===== src/ddhr_pkg.sv =====
// Package: register map, field positions and state record of the holding-register bank
package ddhr_pkg;

    // ************************************************************
    // Register map (byte addresses)
    // ************************************************************
    localparam int        ADDR_W     = 8;
    localparam logic [7:0] OFS_CTRL   = 8'h00;
    localparam logic [7:0] OFS_SWTRIG = 8'h04;
    localparam logic [7:0] OFS_C1R12  = 8'h08;
    localparam logic [7:0] OFS_C1L12  = 8'h0C;
    localparam logic [7:0] OFS_C1R8   = 8'h10;
    localparam logic [7:0] OFS_C2R12  = 8'h14;
    localparam logic [7:0] OFS_C2L12  = 8'h18;
    localparam logic [7:0] OFS_C2R8   = 8'h1C;
    localparam logic [7:0] OFS_D12R   = 8'h20;
    localparam logic [7:0] OFS_D12L   = 8'h24;
    localparam logic [7:0] OFS_OUT1   = 8'h2C;
    localparam logic [7:0] OFS_OUT2   = 8'h30;

    // ************************************************************
    // Fields, responses, reset values
    // ************************************************************
    localparam int         CH1_TRIG_EN = 2;
    localparam int         CH2_TRIG_EN = 18;
    localparam logic [1:0] RESP_OKAY  = 2'h0;
    localparam logic [1:0] RESP_ERR   = 2'h2;
    localparam logic [31:0] WORD_ZERO = 32'h0000_0000;
    localparam logic [3:0] NIB_ZERO   = 4'h0;

    // ************************************************************
    // Whole state of the bank
    // ************************************************************
    typedef struct packed {
        logic                   aw_held;
        logic [ADDR_W-1:0]      aw_addr;
        logic                   w_held;
        logic [31:0]            w_data;
        logic [3:0]             w_strb;
        logic                   bvalid;
        logic [1:0]             bresp;
        logic                   rvalid;
        logic [31:0]            rdata;
        logic [1:0]             rresp;
        logic [1:0][11:0]       hold;
        logic [1:0][11:0]       latch;
        logic [1:0]             ten;
        logic [1:0]             swtrig;
        logic [1:0]             sw_done;
        logic [1:0]             hw_s1;
        logic [1:0]             hw_s2;
        logic [1:0]             hw_prev;
        logic [1:0][1:0]        pipe;
    } ddhr_state_t;

endpackage


===== src/ddhr_regs.sv =====
// Module: two-channel converter data holding registers behind an AXI4-Lite slave
//
// Function
// - Ch1 right 12-bit write takes bits 11:0
// - Ch1 left 12-bit write takes bits 15:4
// - Ch1 8-bit write takes bits 7:0
// - Ch2 right 12-bit write takes bits 11:0
// - Ch2 left 12-bit write takes bits 15:4
// - Ch2 8-bit write takes bits 7:0
// - Dual right write loads both channels
// - Dual left write loads both channels
// - Holding registers reset to zero, read/write
// - Transfer one cycle untriggered or after soft trigger, three after hardware trigger
// - Output latch holds value, read-only
// - Soft trigger clears one cycle after load
//
// Added by the designer: register access over AXI4-Lite.
`timescale 1ns/1ps

module ddhr_regs (
    input  wire logic                       sys_clk,
    input  wire logic                       resetn,
    input  wire logic [ddhr_pkg::ADDR_W-1:0] s_axi_awaddr,
    input  wire logic                       s_axi_awvalid,
    output logic                            s_axi_awready,
    input  wire logic [31:0]                s_axi_wdata,
    input  wire logic [3:0]                 s_axi_wstrb,
    input  wire logic                       s_axi_wvalid,
    output logic                            s_axi_wready,
    output logic [1:0]                      s_axi_bresp,
    output logic                            s_axi_bvalid,
    input  wire logic                       s_axi_bready,
    input  wire logic [ddhr_pkg::ADDR_W-1:0] s_axi_araddr,
    input  wire logic                       s_axi_arvalid,
    output logic                            s_axi_arready,
    output logic [31:0]                     s_axi_rdata,
    output logic [1:0]                      s_axi_rresp,
    output logic                            s_axi_rvalid,
    input  wire logic                       s_axi_rready,
    input  wire logic [1:0]                 hw_trigger,
    output logic [11:0]                     ch1_output_latch,
    output logic [11:0]                     ch2_output_latch
);

    ddhr_pkg::ddhr_state_t st;
    ddhr_pkg::ddhr_state_t next_st;
    logic                  wr_go;
    logic [1:0]            hw_edge;

    // ************************************************************
    // Register read view
    // ************************************************************
    // Each holding format reads back the shared channel value in its own alignment
    function automatic logic [31:0] rd_word(input logic [7:0] a,
                                            input ddhr_pkg::ddhr_state_t s);
        logic [31:0] v;
        v = ddhr_pkg::WORD_ZERO;
        case (a)
            ddhr_pkg::OFS_CTRL: begin
                v[ddhr_pkg::CH1_TRIG_EN] = s.ten[0];
                v[ddhr_pkg::CH2_TRIG_EN] = s.ten[1];
            end
            ddhr_pkg::OFS_SWTRIG: v[1:0] = s.swtrig;
            ddhr_pkg::OFS_C1R12:  v[11:0] = s.hold[0];
            ddhr_pkg::OFS_C1L12:  v[15:4] = s.hold[0];
            ddhr_pkg::OFS_C1R8:   v[7:0] = s.hold[0][11:4];
            ddhr_pkg::OFS_C2R12:  v[11:0] = s.hold[1];
            ddhr_pkg::OFS_C2L12:  v[15:4] = s.hold[1];
            ddhr_pkg::OFS_C2R8:   v[7:0] = s.hold[1][11:4];
            ddhr_pkg::OFS_D12R: begin
                v[27:16] = s.hold[1];
                v[11:0]  = s.hold[0];
            end
            ddhr_pkg::OFS_D12L: begin
                v[31:20] = s.hold[1];
                v[15:4]  = s.hold[0];
            end
            ddhr_pkg::OFS_OUT1:   v[11:0] = s.latch[0];
            ddhr_pkg::OFS_OUT2:   v[11:0] = s.latch[1];
            default: ;
        endcase
        return v;
    endfunction

    function automatic logic is_mapped(input logic [7:0] a);
        case (a)
            ddhr_pkg::OFS_CTRL, ddhr_pkg::OFS_SWTRIG, ddhr_pkg::OFS_C1R12,
            ddhr_pkg::OFS_C1L12, ddhr_pkg::OFS_C1R8, ddhr_pkg::OFS_C2R12,
            ddhr_pkg::OFS_C2L12, ddhr_pkg::OFS_C2R8, ddhr_pkg::OFS_D12R,
            ddhr_pkg::OFS_D12L, ddhr_pkg::OFS_OUT1, ddhr_pkg::OFS_OUT2: return 1'b1;
            default: return 1'b0;
        endcase
    endfunction

    // ************************************************************
    // Handshake outputs
    // ************************************************************
    assign s_axi_awready    = !st.aw_held;
    assign s_axi_wready     = !st.w_held;
    assign s_axi_arready    = !st.rvalid;
    assign s_axi_bvalid     = st.bvalid;
    assign s_axi_bresp      = st.bresp;
    assign s_axi_rvalid     = st.rvalid;
    assign s_axi_rdata      = st.rdata;
    assign s_axi_rresp      = st.rresp;
    assign ch1_output_latch = st.latch[0];
    assign ch2_output_latch = st.latch[1];

    // Write fires once address and data are both held and no answer is pending
    assign wr_go   = st.aw_held && st.w_held && !st.bvalid;
    // Edge taken from the second stage only; first stage feeds nothing else
    assign hw_edge = st.hw_s2 & ~st.hw_prev;

    // ************************************************************
    // Next state
    // ************************************************************
    always_comb begin
        logic [31:0] old;
        logic [31:0] wv;
        old     = rd_word(st.aw_addr, st);
        wv      = old;
        next_st = st;
        for (int i = 0; i < 4; i++) begin
            wv[8*i +: 8] = st.w_strb[i] ? st.w_data[8*i +: 8] : old[8*i +: 8];
        end

        next_st.hw_s1   = hw_trigger;
        next_st.hw_s2   = st.hw_s1;
        next_st.hw_prev = st.hw_s2;

        if (s_axi_awvalid && !st.aw_held) begin
            next_st.aw_held = 1'b1;
            next_st.aw_addr = s_axi_awaddr;
        end
        if (s_axi_wvalid && !st.w_held) begin
            next_st.w_held = 1'b1;
            next_st.w_data = s_axi_wdata;
            next_st.w_strb = s_axi_wstrb;
        end
        if (st.bvalid && s_axi_bready) begin
            next_st.bvalid = 1'b0;
        end
        if (st.rvalid && s_axi_rready) begin
            next_st.rvalid = 1'b0;
        end
        if (s_axi_arvalid && !st.rvalid) begin
            next_st.rvalid = 1'b1;
            next_st.rdata  = rd_word(s_axi_araddr, st);
            next_st.rresp  = is_mapped(s_axi_araddr) ? ddhr_pkg::RESP_OKAY
                                                     : ddhr_pkg::RESP_ERR;
        end

        for (int ch = 0; ch < 2; ch++) begin
            // Hardware trigger walks two stages, load lands on the third edge
            next_st.pipe[ch] = {st.pipe[ch][0], hw_edge[ch] & st.ten[ch]};
            if (st.sw_done[ch]) begin
                next_st.swtrig[ch]  = 1'b0;
                next_st.sw_done[ch] = 1'b0;
            end
            if (!st.ten[ch]) begin
                next_st.latch[ch] = st.hold[ch];
            end else if (st.swtrig[ch] && !st.sw_done[ch]) begin
                next_st.latch[ch]   = st.hold[ch];
                next_st.sw_done[ch] = 1'b1;
            end else if (st.pipe[ch][1]) begin
                next_st.latch[ch] = st.hold[ch];
            end
        end

        // Placed after the hardware clear so that a software set wins
        if (wr_go) begin
            next_st.aw_held = 1'b0;
            next_st.w_held  = 1'b0;
            next_st.bvalid  = 1'b1;
            next_st.bresp   = ddhr_pkg::RESP_OKAY;
            case (st.aw_addr)
                ddhr_pkg::OFS_CTRL: begin
                    next_st.ten[0] = wv[ddhr_pkg::CH1_TRIG_EN];
                    next_st.ten[1] = wv[ddhr_pkg::CH2_TRIG_EN];
                end
                ddhr_pkg::OFS_SWTRIG: next_st.swtrig = next_st.swtrig | wv[1:0];
                ddhr_pkg::OFS_C1R12: next_st.hold[0] = wv[11:0];
                ddhr_pkg::OFS_C1L12: next_st.hold[0] = wv[15:4];
                ddhr_pkg::OFS_C1R8:  next_st.hold[0] = {wv[7:0], ddhr_pkg::NIB_ZERO};
                ddhr_pkg::OFS_C2R12: next_st.hold[1] = wv[11:0];
                ddhr_pkg::OFS_C2L12: next_st.hold[1] = wv[15:4];
                ddhr_pkg::OFS_C2R8:  next_st.hold[1] = {wv[7:0], ddhr_pkg::NIB_ZERO};
                ddhr_pkg::OFS_D12R: begin
                    next_st.hold[1] = wv[27:16];
                    next_st.hold[0] = wv[11:0];
                end
                ddhr_pkg::OFS_D12L: begin
                    next_st.hold[1] = wv[31:20];
                    next_st.hold[0] = wv[15:4];
                end
                // Output latches cannot be written by software
                default: next_st.bresp = ddhr_pkg::RESP_ERR;
            endcase
        end
    end

    // ************************************************************
    // State register
    // ************************************************************
    always_ff @(posedge sys_clk or negedge resetn) begin
        if (!resetn) begin
            st <= '0;
        end else begin
            st <= next_st;
        end
    end

    logic full_wr;
    assign full_wr = wr_go && (st.w_strb == 4'hF);

    // ************************************************************
    // Per-channel transfer checks
    // ************************************************************
    // Soft load outranks a pending hardware load, so the keep check leaves it out
    for (genvar ch = 0; ch < 2; ch++) begin : g_chan_chk

    end
endmodule


===== config.mk =====
export PLATFORM = sky130hd
export DESIGN_NAME = ddhr_regs
export DESIGN_NICKNAME = d
export VERILOG_FILES = /design/src/ddhr_pkg.sv /design/src/ddhr_regs.sv
export SDC_FILE = /design/constraint.sdc
export NUM_CORES = 1
export LEC_CHECK = 0
export BUFFER_PORTS_ARGS = -buffer_cell sky130_fd_sc_hd__buf_2
export CORE_MARGIN = 3
export CORE_UTILIZATION = 35
export CTS_BUF_LIST = sky130_fd_sc_hd__clkbuf_8 sky130_fd_sc_hd__clkbuf_16
export DETAILED_ROUTE_END_ITERATION = 16
export PLACE_DENSITY = 0.63
export SYNTH_ARGS = -nofsm -noshare
export SYNTH_HDL_FRONTEND = slang
export SYNTH_SLANG_ARGS = --single-unit

===== constraint.sdc =====
create_clock -name sys_clk -period 2.6 [get_ports sys_clk]
set_input_delay 0 -clock sys_clk [delete_from_list [all_inputs] [get_ports sys_clk]]
set_output_delay 0 -clock sys_clk [all_outputs]
set_load 0.01 [all_outputs]

**Yosys cells after proc, flatten, opt, wreduce, memory -nomap -nowiden**

Index checks and enable logic that the tools add are counted.

- Register bits after elaboration: 148
- Bits of input ports: 61
- Word-level logic and storage cells: 143

- Multiplexer cells: 54
- Bitwise operators: 5
- Eq/ne operators: 26
- Reduce and logical (&&, ||, !) cells: 34

Operator list:

| operator | count |
|---|---|
| 2-to-1 mux 12 bit | 6 |
| == test 8 x 5 -> 1 bit (second input constant) | 8 |
| == test 8 x 6 -> 1 bit (second input constant) | 8 |
| case mux 4 bit (8 select lines) | 2 |
| case mux 12 bit (5 select lines) | 1 |
| 2-to-1 mux 37 bit | 1 |
| case mux 12 bit (3 select lines) | 1 |
| 2-to-1 mux 35 bit | 1 |
| == test 8 x 4 -> 1 bit (second input constant) | 4 |
| 2-to-1 mux 8 bit | 4 |
| case mux 8 bit (2 select lines) | 2 |
| case mux 2 bit (7 select lines) | 2 |
| case mux 4 bit (6 select lines) | 1 |
| == test 8 x 3 -> 1 bit (second input constant) | 2 |
| zero test 8 bit | 2 |
| case mux 4 bit (2 select lines) | 2 |
| 2-to-1 mux 1 bit | 14 |
| case mux 1 bit (7 select lines) | 2 |
| 2-to-1 mux 2 bit | 6 |
| case mux 1 bit (6 select lines) | 2 |
| case mux 4 bit (3 select lines) | 1 |
| OR reduction 12 bit | 1 |
| OR reduction 10 bit | 1 |
| logical AND 1 bit | 9 |
| 17 further kinds | 36 |

**Longest topological paths before layout**

- Depth after elaboration: 7
- Gate-level depth with buffers: 9
- Gate-level depth less buffers: 6

**Worst setup path before layout**

No wires, ideal clock.

- Path type: flip-flop to flip-flop
- Start: register st[146] in the netlist's numbering
- End: register st[53] in the netlist's numbering
- Cell stages (with the launch flop): 8
- Library setup time: 154 ps
- Setup slack: 389 ps
- Data arrival time: 2057 ps
- Cell sequence: dfrtp_1 -> buf_6 -> or4_4 -> buf_6 -> nor3_2 -> o2111ai_1 -> a2111oi_0 -> a211oi_1

- Word-level cells in the longest chain between the ends: 5
- Elaborated cells on any way between the ends: 22
- Those cells by class: eq/ne: 12; mux: 6; reduce/logical: 4

Ends and longest elaborated chain:

| element | RTL line | text |
|---|---|---|
| start, declared | ddhr_regs.sv:45 | `ddhr_pkg::ddhr_state_t st;` |
| start signal, assigned | ddhr_regs.sv:209 | `st <= next_st;` |
| == test 8 x 6 -> 1 bit or == test 8 x 4 -> 1 bit (tied branches) | ddhr_regs.sv:58, ddhr_regs.sv:176 |  |
| OR reduction 2 bit (no line) | -- |  |
| case mux 4 bit (8 select lines) or case mux 2 bit (7 select lines) (tied branches) | ddhr_regs.sv:58 | `case (a)` |
| 2-to-1 mux 8 bit | ddhr_regs.sv:124 | `wv[8*i +: 8] = st.w_strb[i] ? st.w_data[8*i +: 8] : old[8*i +: 8];` |
| case mux 12 bit (5 select lines) | ddhr_regs.sv:176 | `case (st.aw_addr)` |

Several ways; a longest one is shown, not always the timed one.
A chain may end at the register's enable or synchronous reset.

**Worst setup path in the final report**

- Start: register st[145] in the netlist's numbering
- End: register st[62] in the netlist's numbering

- Word-level cells in the longest chain between the ends: 5
- Elaborated cells on any way between the ends: 23
- Those cells by class: eq/ne: 11; mux: 8; reduce/logical: 4

Ends and longest elaborated chain:

| element | RTL line |
|---|---|
| == test 8 x 6 -> 1 bit or == test 8 x 4 -> 1 bit (tied branches) | ddhr_regs.sv:58, ddhr_regs.sv:176 |
| OR reduction 2 bit (no line) | -- |
| case mux 4 bit (8 select lines), or another cell as far along | ddhr_regs.sv:58 |
| 2-to-1 mux 8 bit | ddhr_regs.sv:124 |
| case mux 12 bit (5 select lines) | ddhr_regs.sv:176 |

Several ways; a longest one is shown, not always the timed one.

==> flow_summary.ini <==
[routing]
drtPass1Iterations = 8
drcViolationCount = 0
viasPerCell = 5.85
vias = 8476
drt_iter0_drc = 918
wl_per_cell_um = 22.5
wirelength_um = 32700
antenna_left = 0

[layout]
mostFrequentLayoutCells = 145 x dfrtp_1, 122 x buf_2, 103 x buf_4
n_antenna_cell = 0
drive_above_1_share = 0.324
nets = 1174
syn_to_final_growth_pct = 25.6
final_common_cell = dfrtp_1
final_cells = 1449

[timing]
fin_crit_sh = 0.986
setup_violations = 0
slew-limit-headroom = 0.463
fmax_mhz = 390
period_minus_slack_ps = 2560
fin_tns_setup_ps = 0
timing.final.max_slew_violations = 0
finClkSkew_ps = 9.95
tightest_slew_ps = 803
finalHoldViolCount = 0
rsz0062_at_grt = no

[synthesis]
ys.flop_type = dfrtp_1
yosysTopAreaCellShare = 0.410
syn_area_per_cell_um2 = 9.41
synth_edf_count = 0
yosysUniqueCellTypes = 87
yosysWarningCount = 0
netlist_instances = 946
syn-cell-area_um2 = 8900
synthTopCellsByArea = dfrtp_1 41%, mux2_2 8.1%, buf_4 5.2%
ys_seq_elements = 146
synth_top_cell_by_area = dfrtp_1
synth-seq-area-share = 0.410
async_flop_share = 1.00

[placement]
hpwl_um = 23900
gp_congestion = 0.976
portBuffers = 123
place_inst = 1360

[worst_setup_path]
cp.required_ps = 2970
path_max_fanout = 10
critical_path_class = reg2reg
endpoint_kind = register
cp-start-kind = register
cp.arrival_ps = 2930

[clock_tree]
cts_tree = built
root_buffer = clkbuf_16
max-clock-path-buffers = 2
cts.sinks = 146
htreeDepth = 4
clk_pin_slew_ps = 70
cts_made_buffers = 17
clock_latency_ps = 430

[die]
die-area_um2 = 27400
core_um2 = 24700
rows = 57
die_height_um = 166
start_util = 0.361
ios = 126
die_width_um = 166

[global_routing]
grt_remaining_overflow = 0
grt_usage = 0.240
antenna_found_initial = 0
grt_pass1_wl_um = 49800
grt_start_max_net_pins = 54
grt_pass1_vias = 8182

[power_and_ir_drop]
power_density_nw_per_um2 = 1040
p_leak_uw = 0.00480
max-vdd-ir-drop_v = 0.000516

[run_status]
status = finished, final reports clean

[flow_run]
maxCapViolations = 0

[hold_path]
hold_class = in2reg
-- registers in the layout, summed over array words and instances (netlist names) --
name,cells
ch1_output_latch,12
ch2_output_latch,12
next_st,6
s_axi_bresp,1
s_axi_bvalid,1
s_axi_rdata,32
s_axi_rresp,1
s_axi_rvalid,1
st,80
-- worst max-delay path, stage by stage (launching register included) --
cell      delay [ps]
dfrtp_1          450
or4_4            670
nor2_1           160
o311a_1          460
o22ai_1          330
o221ai_1         260
o211a_1          170
-- stage by stage --
stage | worst slack, ps | instance area, um2 | power (uW) | util | hold WS [ps]
floorplan | 389 | 8910 | 6810 | - | -296
global placement | 35.8 | 9990 | 8890 | 0.405 | -15.8
detailed placement | 58.1 | 9990 | 8940 | 0.405 | -13.0
CTS | 28.5 | 11200 | 11600 | 0.452 | 13.7
global route | 4.39 | 11200 | 12200 | 0.453 | 41.9
finish | 37.3 | 11200 | 11700 | 0.453 | 34.1
-- final timing paths --
check	start	cells after the start	end	slack, ps
min in group asynchronous	resetn	2	s_axi_rdata[14]	90
hold / removal	s_axi_araddr[6]	3	s_axi_rdata[18]	30
max in group asynchronous	resetn	3	st[126]	1740
setup reg to reg	st[145]	6	st[62]	40
setup / recovery	st[145]	6	st[62]	40
hold reg to reg	next_st[3]	0	st[3]	350
-- power breakdown --
part           switching (uW)  leakage, uW  internal (uW)
Clock                    1100     0.000289           1450
Combinational            2800      0.00266           2200
Sequential               1120      0.00185           2990
Total                    5010      0.00480           6640
-- cell type report --
type                            count  area [um2]
Clock buffer                       17         425
Clock inverter                     14         174
Fill cell                        2438       13500
Inverter                           19        71.3
Multi-Input combinational cell    644        4440
Sequential cell                   146        3650
Tap cell                          324         405
Timing Repair Buffer              285        2020
-- Yosys cell counts (4+ instances only) --
library cell	number
and2_1	11
o221ai_1	7
a211o_1	4
a32oi_1	4
a21oi_1	15
buf_4	62
nor3_2	5
a41oi_1	8
nand3_1	39
buf_2	16
clkbuf_1	50
dfrtp_1	146
nor3_1	27
a222oi_1	5
inv_1	18
buf_1	8
nand2_1	92
mux2i_1	7
mux2_2	64
nor2b_1	15
and3_1	7
and4_1	4
nand2b_1	4
o21ai_0	48
nor4_1	8
a31oi_1	11
a21o_1	4
o211ai_1	4
a221oi_1	11
o22ai_1	8
a22oi_1	40
nand4_1	6
nor2_1	63
and3b_1	4
a211oi_1	28
nor3b_1	4
-- timing repair --
action | 4_1_cts | 5_1_grt
hold endpoints to repair | 150 | 0
endpoints found under the setup margin | 0 | 11
buffers inserted | 0 | 2
hold buffers | 56 | 0
gates resized for setup | 0 | 4
-- metal layers --
layer / part of all wire / global-route usage
met5: 0 / 0
met4: 0.031 / 0.0805
met3: 0.099 / 0.0521
met2: 0.45 / 0.372
met1: 0.42 / 0.334
-- kinds of logic (layout without fill, tap and decap cells) --
logic type	count (synthesis)	in the layout	synth area share
mux	72	72	0.0913
compound gates	253	253	0.215
xor+xnor	4	4	0.00393
flops	146	146	0.410
buf+inv	157	335	0.0962
simple gates	313	313	0.183
other cells	1	2	0.000421
No activity file was read; power rests on OpenSTA's default activity.
